`src/logic/prio_regs.svh`:
```
// Register offsets, field positions and reset values of the priority register bank.
// Assumes inclusion by the bank module and by the bench.
`ifndef PRIO_REGS_SVH
`define PRIO_REGS_SVH
`define PRIO_OFS_CTRL_2 12'h000
`define PRIO_OFS_CTRL_3 12'h004
`define PRIO_OFS_CTRL_4 12'h008
`define PRIO_OFS_CTRL_5 12'h00c
`define PRIO_OFS_CTRL_7 12'h010
`define PRIO_OFS_CTRL_14 12'h014
`define PRIO_OFS_CTRL_15 12'h018
`define PRIO_OFS_ENABLE 12'h01c
`define PRIO_OFS_STATUS 12'h020
`define PRIO_FIELD_RESET 3'h4
`define PRIO_LEVEL_OFF 3'h0
`define PRIO_NUM_SRC 16
`define PRIO_NUM_REGS 7
`define PRIO_ADDR_W 12
// Implemented-bit masks per priority register.
`define PRIO_MASK_2 16'h7777
`define PRIO_MASK_3 16'h0077
`define PRIO_MASK_4 16'h7077
`define PRIO_MASK_5 16'h7707
`define PRIO_MASK_7 16'h0070
`define PRIO_MASK_14 16'h0770
`define PRIO_MASK_15 16'h7000
// Reset values: every implemented field holds binary 100.
`define PRIO_RST_2 16'h4444
`define PRIO_RST_3 16'h0044
`define PRIO_RST_4 16'h4044
`define PRIO_RST_5 16'h4404
`define PRIO_RST_7 16'h0040
`define PRIO_RST_14 16'h0440
`define PRIO_RST_15 16'h4000
`endif

```
`src/logic/prio_pkg.sv`:
```
// Types shared by the priority register bank.
// Assumes prio_regs.svh is on the include path.
package prio_pkg;
   typedef logic [2:0] level_type;
   typedef struct packed {
      logic valid;
      logic [3:0] source;
      level_type level;
   } winner_type;
   typedef struct packed {
      logic pending;
      logic write;
      logic [11:0] addr;
   } bus_phase_type;
   typedef struct packed {
      logic [6:0][15:0] prio;
      logic [15:0] enable;
      bus_phase_type phase;
      winner_type winner;
      logic [31:0] rdata;
   } state_type;
endpackage

```
`src/logic/prio_bank.sv`:
```
// Interrupt priority register bank with an AHB-Lite slave and a priority resolver.
// Assumes one hclk domain; source requests come from logic on hclk.
// Behaviour
// - Field code 111 means level seven, the highest user level.
// - Code 001 is level one and codes 001 to 111 map linearly to levels one to seven.
// - Code 000 disables the source so its request is never taken.
// - Unimplemented bits ignore writes and read as zero.
// - Each implemented field resets to binary 100.
// - Register 2 holds serial rx 14-12, spi event 10-8, spi error 6-4, timer3 2-0.
// - Register 3 holds adc done 6-4 and serial tx 2-0, bits 15-7 unused.
// - Register 4 holds change notify 14-12, i2c master 6-4, i2c slave 2-0.
// - Register 5 holds capture8 14-12, capture7 10-8, ext irq1 2-0.
// - Register 7 holds only ext irq2 at 6-4.
// - Register 14 holds encoder 10-8 and pwm1 6-4.
// - Register 15 holds only pwm1 fault at 14-12, bits 11-0 unused.
// - Software writes and reads back every implemented field unchanged; a read issued back to back with the write returns the old value.
// - After reset every source starts at level four.
// - A request counts only while its enable bit is one.
//
// Our own choices: register access over AHB-Lite and the register addresses.
`timescale 1ns/1ps
`include "prio_regs.svh"

module prio_bank #(
   parameter int NUM_SRC = `PRIO_NUM_SRC
) (
   input wire logic hclk,
   input wire logic hresetn,
   input wire logic hsel,
   input wire logic [31:0] haddr,
   input wire logic [1:0] htrans,
   input wire logic hwrite,
   input wire logic [2:0] hsize,
   input wire logic [31:0] hwdata,
   input wire logic hready,
   output logic hreadyout,
   output logic hresp,
   output logic [31:0] hrdata,
   input wire logic [NUM_SRC-1:0] src_request,
   output logic irq_valid,
   output logic [3:0] irq_source,
   output prio_pkg::level_type irq_level
);

   localparam logic [6:0][15:0] MASKS = {`PRIO_MASK_15, `PRIO_MASK_14, `PRIO_MASK_7,
      `PRIO_MASK_5, `PRIO_MASK_4, `PRIO_MASK_3, `PRIO_MASK_2};
   localparam logic [6:0][15:0] RESETS = {`PRIO_RST_15, `PRIO_RST_14, `PRIO_RST_7,
      `PRIO_RST_5, `PRIO_RST_4, `PRIO_RST_3, `PRIO_RST_2};
   localparam logic [6:0][11:0] OFFSETS = {`PRIO_OFS_CTRL_15, `PRIO_OFS_CTRL_14,
      `PRIO_OFS_CTRL_7, `PRIO_OFS_CTRL_5, `PRIO_OFS_CTRL_4, `PRIO_OFS_CTRL_3,
      `PRIO_OFS_CTRL_2};

   prio_pkg::state_type state_q;
   prio_pkg::state_type state_d;
   prio_pkg::level_type src_level [NUM_SRC];

   // Source order follows the enable register bit positions of this bank.
   assign src_level[0] = state_q.prio[0][14:12];
   assign src_level[1] = state_q.prio[0][10:8];
   assign src_level[2] = state_q.prio[0][6:4];
   assign src_level[3] = state_q.prio[0][2:0];
   assign src_level[4] = state_q.prio[1][6:4];
   assign src_level[5] = state_q.prio[1][2:0];
   assign src_level[6] = state_q.prio[2][14:12];
   assign src_level[7] = state_q.prio[2][6:4];
   assign src_level[8] = state_q.prio[2][2:0];
   assign src_level[9] = state_q.prio[3][14:12];
   assign src_level[10] = state_q.prio[3][10:8];
   assign src_level[11] = state_q.prio[3][2:0];
   assign src_level[12] = state_q.prio[4][6:4];
   assign src_level[13] = state_q.prio[5][10:8];
   assign src_level[14] = state_q.prio[5][6:4];
   assign src_level[15] = state_q.prio[6][14:12];

   logic addr_phase;
   assign addr_phase = hsel && hready && htrans[1];

   always_comb begin
      logic [3:0] idx;
      idx = 4'h0;
      state_d = state_q;
      state_d.rdata = 32'h0000_0000;
      state_d.phase.pending = addr_phase;
      if (addr_phase) begin
         state_d.phase.write = hwrite;
         state_d.phase.addr = haddr[11:0];
      end
      // Writes land in the data phase; unimplemented bits are masked off.
      if (state_q.phase.pending && state_q.phase.write) begin
         if (state_q.phase.addr < `PRIO_OFS_ENABLE && state_q.phase.addr[1:0] == 2'h0) begin
            idx = state_q.phase.addr[5:2];
            state_d.prio[idx[2:0]] = hwdata[15:0] & MASKS[idx[2:0]];
         end else if (state_q.phase.addr == `PRIO_OFS_ENABLE) begin
            state_d.enable = hwdata[15:0];
         end
      end
      // Read data is registered at the address phase so it stands during the data phase.
      if (addr_phase && !hwrite) begin
         if (haddr[11:0] < `PRIO_OFS_ENABLE && haddr[1:0] == 2'h0) begin
            idx = haddr[5:2];
            state_d.rdata = {16'h0000, state_q.prio[idx[2:0]] & MASKS[idx[2:0]]};
         end else if (haddr[11:0] == `PRIO_OFS_ENABLE) begin
            state_d.rdata = {16'h0000, state_q.enable};
         end else if (haddr[11:0] == `PRIO_OFS_STATUS) begin
            state_d.rdata = {21'h0, state_q.winner.valid, 3'h0, state_q.winner.source,
               state_q.winner.level};
         end
      end
      // Resolver: strict greater-than keeps the lowest-numbered source on a tie.
      state_d.winner = '0;
      for (int i = 0; i < NUM_SRC; i++) begin
         if (src_request[i] && state_q.enable[i]
            && src_level[i] != `PRIO_LEVEL_OFF
            && src_level[i] > state_d.winner.level) begin
            state_d.winner.valid = 1'b1;
            state_d.winner.source = 4'(i);
            state_d.winner.level = src_level[i];
         end
      end
   end

   always_ff @(posedge hclk or negedge hresetn) begin
      if (!hresetn) begin
         state_q.prio <= RESETS;
         state_q.enable <= 16'h0000;
         state_q.phase <= '0;
         state_q.winner <= '0;
         state_q.rdata <= 32'h0000_0000;
      end else begin
         state_q <= state_d;
      end
   end

   assign hreadyout = 1'b1;
   assign hresp = 1'b0;
   assign hrdata = state_q.rdata;
   assign irq_valid = state_q.winner.valid;
   assign irq_source = state_q.winner.source;
   assign irq_level = state_q.winner.level;

   reset_fields_a: assert property (@(posedge hclk) $rose(hresetn) |->
      state_q.prio == RESETS) else $error("priority fields not at level four after reset");
   unused_zero_a: assert property (@(posedge hclk) disable iff (!hresetn)
      (state_q.prio & ~MASKS) == '0) else $error("unimplemented priority bits set");
   write_back_a: assert property (@(posedge hclk) disable iff (!hresetn)
      state_q.phase.pending && state_q.phase.write && state_q.phase.addr == `PRIO_OFS_CTRL_2
      |=> state_q.prio[0] == ($past(hwdata[15:0]) & `PRIO_MASK_2))
      else $error("write to register 2 not stored");
   read_back_a: assert property (@(posedge hclk) disable iff (!hresetn)
      addr_phase && !hwrite && haddr[11:0] == `PRIO_OFS_CTRL_15
      |=> hrdata == {16'h0000, $past(state_q.prio[6])})
      else $error("register 15 read mismatch");
   disabled_src_a: assert property (@(posedge hclk) disable iff (!hresetn)
      irq_valid |-> irq_level != `PRIO_LEVEL_OFF) else $error("disabled level presented");
   enable_gate_a: assert property (@(posedge hclk) disable iff (!hresetn)
      irq_valid |-> (($past(state_q.enable & src_request) >> irq_source) & 16'h0001) != 16'h0000)
      else $error("source presented without enable");
   highest_wins_a: assert property (@(posedge hclk) disable iff (!hresetn)
      $past(src_request[0] && state_q.enable[0] && src_level[0] == 3'h7)
      |-> irq_valid && irq_level == 3'h7) else $error("level seven not presented");
   level_one_a: assert property (@(posedge hclk) disable iff (!hresetn)
      $past(src_request == 16'h0001 && state_q.enable[0] && src_level[0] == 3'h1)
      |-> irq_valid && irq_level == 3'h1 && irq_source == 4'h0)
      else $error("level one source not presented");
   always_ready_a: assert property (@(posedge hclk) disable iff (!hresetn)
      hreadyout && !hresp) else $error("slave stalled or errored");

   // Each register keeps exactly what the last write to it left, and nothing else moves it.
   for (genvar r = 0; r < `PRIO_NUM_REGS; r++) begin : g_reg_chk
      field_store_a: assert property (@(posedge hclk) disable iff (!hresetn)
         state_q.phase.pending && state_q.phase.write && state_q.phase.addr == OFFSETS[r]
         |=> state_q.prio[r] == ($past(hwdata[15:0]) & MASKS[r]))
         else $error("priority register write not stored");
      field_hold_a: assert property (@(posedge hclk) disable iff (!hresetn)
         !(state_q.phase.pending && state_q.phase.write && state_q.phase.addr == OFFSETS[r])
         |=> state_q.prio[r] == $past(state_q.prio[r]))
         else $error("priority register changed without a write");
   end

   // Per source: a blocked source is never shown, and the winner never ranks below an eligible one.
   for (genvar g = 0; g < NUM_SRC; g++) begin : g_src_chk
      src_blocked_a: assert property (@(posedge hclk) disable iff (!hresetn)
         !(src_request[g] && state_q.enable[g] && src_level[g] != `PRIO_LEVEL_OFF)
         |=> !(irq_valid && irq_source == 4'(g)))
         else $error("blocked source presented");
      src_outranked_a: assert property (@(posedge hclk) disable iff (!hresetn)
         src_request[g] && state_q.enable[g] && src_level[g] != `PRIO_LEVEL_OFF
         |=> irq_valid && irq_level >= $past(src_level[g]))
         else $error("higher level source passed over");
   end

   write_cov_c: cover property (@(posedge hclk) disable iff (!hresetn)
      state_q.phase.pending && state_q.phase.write);
   read_cov_c: cover property (@(posedge hclk) disable iff (!hresetn)
      state_q.phase.pending && !state_q.phase.write);
   irq_cov_c: cover property (@(posedge hclk) disable iff (!hresetn) irq_valid);
   top_cov_c: cover property (@(posedge hclk) disable iff (!hresetn) irq_level == 3'h7);
   status_cov_c: cover property (@(posedge hclk) disable iff (!hresetn)
      addr_phase && !hwrite && haddr[11:0] == `PRIO_OFS_STATUS && state_q.winner.valid);

endmodule

```
`config.mk`:
```
export PLATFORM = sky130hd
export DESIGN_NAME = prio_bank
export DESIGN_NICKNAME = d
export VERILOG_FILES = /design/src/logic/prio_pkg.sv /design/src/logic/prio_bank.sv
export VERILOG_INCLUDE_DIRS = /design/src /design/src/logic
export SDC_FILE = /design/constraint.sdc
export NUM_CORES = 1
export LEC_CHECK = 0
export BUFFER_PORTS_ARGS = -buffer_cell sky130_fd_sc_hd__buf_2
export CAP_MARGIN = 10
export CORE_AREA = 2 2 103 180
export DETAILED_ROUTE_END_ITERATION = 6
export DIE_AREA = 0 0 105 182
export PLACE_DENSITY = 0.75
export SKIP_LAST_GASP = 1
export SYNTH_ARGS = -nofsm -noshare
export SYNTH_HDL_FRONTEND = slang
export SYNTH_SLANG_ARGS = --single-unit
```
`constraint.sdc`:
```
create_clock -name hclk -period 34.3 [get_ports hclk]
set_input_delay 6.86 -clock hclk [delete_from_list [all_inputs] [get_ports hclk]]
set_output_delay 6.86 -clock hclk [all_outputs]
set_load 0.005 [all_outputs]
```
Yosys cells after proc, flatten, opt, wreduce, memory -nomap -nowiden
Memory sizes are Yosys's and may differ from the RTL's.
Index checks and enable logic that the tools add are counted.
{"block": "word_totals", "romBits": 256, "ff_bits": 182, "in_bits": 90, "output_inout_bits": 42, "n_memories": 2}
{"name": "(name not given)", "depth": 8, "word_bits": 16, "read_ports": 1, "rd_ports_with_merged_regs": 0, "wr": 0, "line_no": "prio_bank.sv:101", "text": "state_d.rdata = {16'h0000, state_q.prio[idx[2:0]] & MASKS[idx[2:0]]};"}
{"name": "(name not given)", "depth": 8, "word_bits": 16, "read_ports": 1, "rd_ports_with_merged_regs": 0, "wr": 0, "line_no": "prio_bank.sv:92", "text": "state_d.prio[idx[2:0]] = hwdata[15:0] & MASKS[idx[2:0]];"}
{"block": "op_classes", "bitwise": 3, "magnitude_cmp": 21, "eq_ne": 3, "mux": 27, "reduce_logical": 76}
{"operator": "2-to-1 mux 8 bit", "count": 16}
{"operator": "bitwise mux 112 bit", "count": 1}
{"operator": "2-to-1 mux 16 bit", "count": 7}
{"operator": "logical AND 1 bit", "count": 55}
{"operator": "binary-select mux 16 bit (select 3 bit)", "count": 1}
{"operator": "demux 16 bit (select 3 bit)", "count": 1}
{"operator": "nonzero test 3 bit", "count": 16}
{"operator": "greater-than comparator 3 bit", "count": 15}
{"operator": "AND 16 bit", "count": 2}
{"operator": "equality test 12 x 5 -> 1 bit (second input constant)", "count": 2}
{"operator": "less-than comparator 12 x 5 -> 1 bit (second input constant)", "count": 2}
{"operator": "equality test 12 x 6 -> 1 bit (second input constant)", "count": 1}
{"operator": "2-to-1 mux 11 bit", "count": 1}
{"operator": "less-than comparator 3 x 4 -> 1 bit (second input constant)", "count": 2}
{"operator": "logical NOT 2 bit", "count": 2}
{"operator": ">= comparator 3 x 1 -> 1 bit (second input constant)", "count": 1}
{"operator": "greater-than comparator 3 x 1 -> 1 bit (second input constant)", "count": 1}
{"operator": "AND reduction 3 bit", "count": 1}
{"operator": "AND reduction 2 bit", "count": 1}
{"operator": "logical NOT 1 bit", "count": 1}
{"operator": "NOT 1 bit", "count": 1}

Logic depth before layout (Yosys ltp)
{"block": "logic_depth", "word_depth": 49, "ltp_mapped": 106}

Worst setup path after synthesis
OpenSTA, ideal clock, no wires.
{"block": "synth_path", "kind": "input-to-reg", "start": "in src_request[0]", "end": "reg state_q (netlist bit irq_level[0])", "slack_ns": 7.773, "required_ns": 34.174, "arrival_ns": 26.401, "path_stages": 101, "cell_sequence": "and3_1 > inv_1 > ha_1 > and3_2 > a211oi_4 > nand2_2 > mux2_2 > ha_1 > or3b_4 > nand2_1 > o221ai_1 > o22ai_2 > nor2_1 > a21oi_1 > ha_1 > nor2_1 > nand2_1 > o21ai_0 > [... 65 more ...] > nor2_1 > o21ai_0 > nor3_1 > o21ai_1 > a31oi_1 > mux2_2 > ha_1 > a21o_1 > a21oi_1 > a311oi_1 > mux2_2 > ha_1 > inv_1 > a21o_1 > a21oi_1 > a311oi_1 > nor2_1 > a221o_1"}
{"element": "start, declared", "line_no": "prio_bank.sv:39", "text": "input wire logic [NUM_SRC-1:0] src_request,"}
{"element": "end signal, assigned", "line_no": "prio_bank.sv:130", "text": "state_q <= state_d;"}
{"element": "end, declared", "line_no": "prio_bank.sv:53", "text": "prio_pkg::state_type state_q;"}

==> flow_summary.yaml <==
clock_network:
  max-clock-path-buffers: 2
  ctsResizeCount: 0
  cts_setup_buffers: 0
  numCtsBuffers: 17
  ctsRootBufferMaster: "clkbuf_16"
  clock_latency_ns: 0.42
  hold_buffers: 0
  cts_tree: "yes"
  cts.clk_slew.worst_paths_ns: 0.06
  htreeDepth: 4
  clock_sinks: 120
final_layout:
  fin_nets: 986
  drive_above_1_share: 0.2531
  seq_area_um2: 3023
  layout_commonest_cell: "dfrtp_1"
  stdcell_count: 1116
  multi_input_area_um2: 4319
  area_growth_pct: 12.13
  post-route-util: 0.4953
  layout_common_cells: "dfrtp_1 (104), nand2_1 (96), buf_2 (72)"
  num-fill-cells: 1650
floorplan:
  die_h_um: 182
  core_area_um2: 17730
  die_w_um: 105
  dieArea_um2: 19110
  rows: 65
  start_util: 0.4417
  ios: 132
worst_setup_path:
  start_kind: "input pin"
  reg2reg_depth: 102
  cp-end-kind: "register"
  arrival_ns: 29.57
  r2r-start: "src_level[47]"
  max_stage_delay_ns: 0.77
  critPathMaxFanout: 7
  critPathKind: "input pin to register"
  required_ns: 34.57
  crit_top_cell: "ha_1"
  critPathSlowestCell: "a2111oi_0"
  r2r-end: "irq_valid"
  reg2reg_setup_slack_ns: 11.04
global_route:
  grt.overflow.total: 0
  first_global_vias: 6669
  grt_pass1_wl_um: 35480
  antenna_found_initial: 1
  grt_max_degree: 73
  grt_usage: 0.2432
place:
  dp_hpwl_um: 17620
  dp.cells: 1083
  post-place-ws_ns: 4.965
  portBuffers: 73
  place.gp.congestion: 0.9064
sta:
  skew_ns: 0.004837
  slew_viol_final: 0
  finalSetupTns_ns: 0
  setup_viol: 0
  period_share: 0.8544
  final-hold-violation-count: 0
  maxSlewHeadroom: 0.2311
  hold_slack_ns: 0.4901
  rsz0062_at_grt: "no"
  max_freq_mhz: 34.12
  worst_slack_ns: 4.993
  worstMarginPinSlew_ns: 1.145
  fin_crit_ns: 29.31
route:
  wl_per_cell_um: 20.46
  drc: 0
  drtIter0Drc: 572
  num_vias: 6760
  drt_wl_total_um: 22840
  viasPerCell: 6.057
  ant_nets: 0
  firstDrtPassIters: 5
yosys:
  ys_seq_elements: 120
  synth_area_um2: 7831
  synth_edf_count: 0
  synth.distinct_cells: 78
  ys.flop_type: "dfrtp_1"
  avgSynthCellArea_um2: 9.469
  ys_seq_area_frac: 0.3860
  ys_warn_count: 0
  syn_inst: 827
  ys_async_sr_fraction: 1.000
hold_path:
  worstHoldStart: "state_q[100]"
  holdPathEnd: "state_q[100]"
  hold_class: "register to register"
  hold_depth: 2
power:
  p_sw_uw: 114.8
  power_frac_clock: 0.458
  p_leak_nw: 4.018
  power_switching_share: 0.2811
  p_per_area_nw_per_um2: 46.52
  seq_power_share: 0.383
  ir_worst_vdd_uv: 37.19
  power_frac_comb: 0.159
  internal_power_uw: 293.7
run_status:
  status: "finished, final reports clean"
flow_run:
  max-cap-violations: 0
power by group through the flow:
stage	sequential (mW)	combinational, mW	clock (mW)
6_report	0.157	0.0649	0.187
5_1_grt	0.157	0.0713	0.195
4_1_cts	0.156	0.0642	0.189
3_5_place_dp	0.159	0.0637	0
3_3_place_gp	0.159	0.0624	0
2_1_floorplan	0.155	0.0472	0
per-layer routing:
layer	vias to the layer above	GRT usage	wire length [um]
li1	3083	-	-
met3	115	0.03553	1042
met4	0	0.2048	2127
met1	3267	0.2410	7745
met2	295	0.4387	11920
met5	-	0	0
cell usage after synthesis (3+ instances only):
cell type  instances  area [um2]
maj3_1             5       50.05
o211ai_1          11       82.58
a211oi_1           6       45.04
nand3b_1           3       22.52
or3_1              3       18.77
nor2_1            49       183.9
or2_2              5       31.28
o211a_1            4       40.04
inv_1             36       135.1
buf_4             43       322.8
a21o_1             5       37.54
mux2i_1           12       120.1
nor2b_1            4       25.02
a32oi_1            4       35.03
or4_1              3       22.52
dfstp_2           16       420.4
o21ai_1            4       20.02
nor4_1             7       43.79
o21bai_1           9       67.56
a21oi_1           31       155.2
a22oi_1           13       97.59
ha_1              28       350.3
nand2_1           96       360.4
o21ai_0           60       300.3
nand3_1           34       170.2
o21a_1             7       52.55
a21boi_0           3       22.52
o311ai_0           4       35.03
a32o_1             5       50.05
and2_1            18       112.6
o221ai_1           6       52.55
clkbuf_1          25       93.84
mux2_2            64       720.7
and3_1             8       50.05
nor3_1            14       70.07
nor3b_1            4       30.03
mux4_2             9       202.7
o2111ai_1          5       43.79
dfrtp_1          104        2603
a31oi_1           11       68.82
flip-flops by register name, indices dropped and copies added (netlist names):
register	cells
irq_level	3
hrdata	16
irq_valid	1
src_level	48
state_q	48
irq_source	4
cell type report:
class	count	area share
well taps	234	0.03334
diodes	1	0.0002850
flip-flops and latches	120	0.3443
multi-input cells	617	0.4919
repair buffers	76	0.04446
clock buffers	20	0.05201
clock inverters	12	0.01838
inverters	36	0.01539
worst max-delay path by stage:
| stage | startpoint | endpoint | depth (start not counted) |
|---|---|---|---|
| floorplan | src_request[0] | irq_level[0] | 101 |
| global placement | src_request[0] | irq_level[0] | 100 |
| detailed placement | src_request[0] | irq_valid | 104 |
| CTS | src_request[0] | irq_level[0] | 103 |
| global route | src_request[0] | irq_level[0] | 103 |
| finish | src_request[0] | irq_valid | 104 |
stage by stage:
| step | power [mW] | cell area (um2) |
|---|---|---|
| after floorplan | 0.2021 | 7891 |
| after global placement | 0.2209 | 8160 |
| after detailed placement | 0.2225 | 8160 |
| after CTS | 0.4098 | 8778 |
| after global routing | 0.4240 | 8781 |
| final | 0.4085 | 8781 |
worst max-delay path: cells and delay by family:
family	cells	cell delay (ns)
compound gates	45	9.72
simple gates	35	6.31
fa+ha+maj	16	4.46
mux	6	2.05
buf+inv	2	0.17
logic make-up after synthesis:
group                      share of synthesized area
AOI/OAI and AO/OA                             0.1972
adders and majority gates                    0.05113
other                                      0.0009590
DFF                                           0.3860
muxes                                         0.1385
and+or+nand+nor                               0.1548
buffers and inverters                        0.07142
Power figures use the tool's default switching activity.
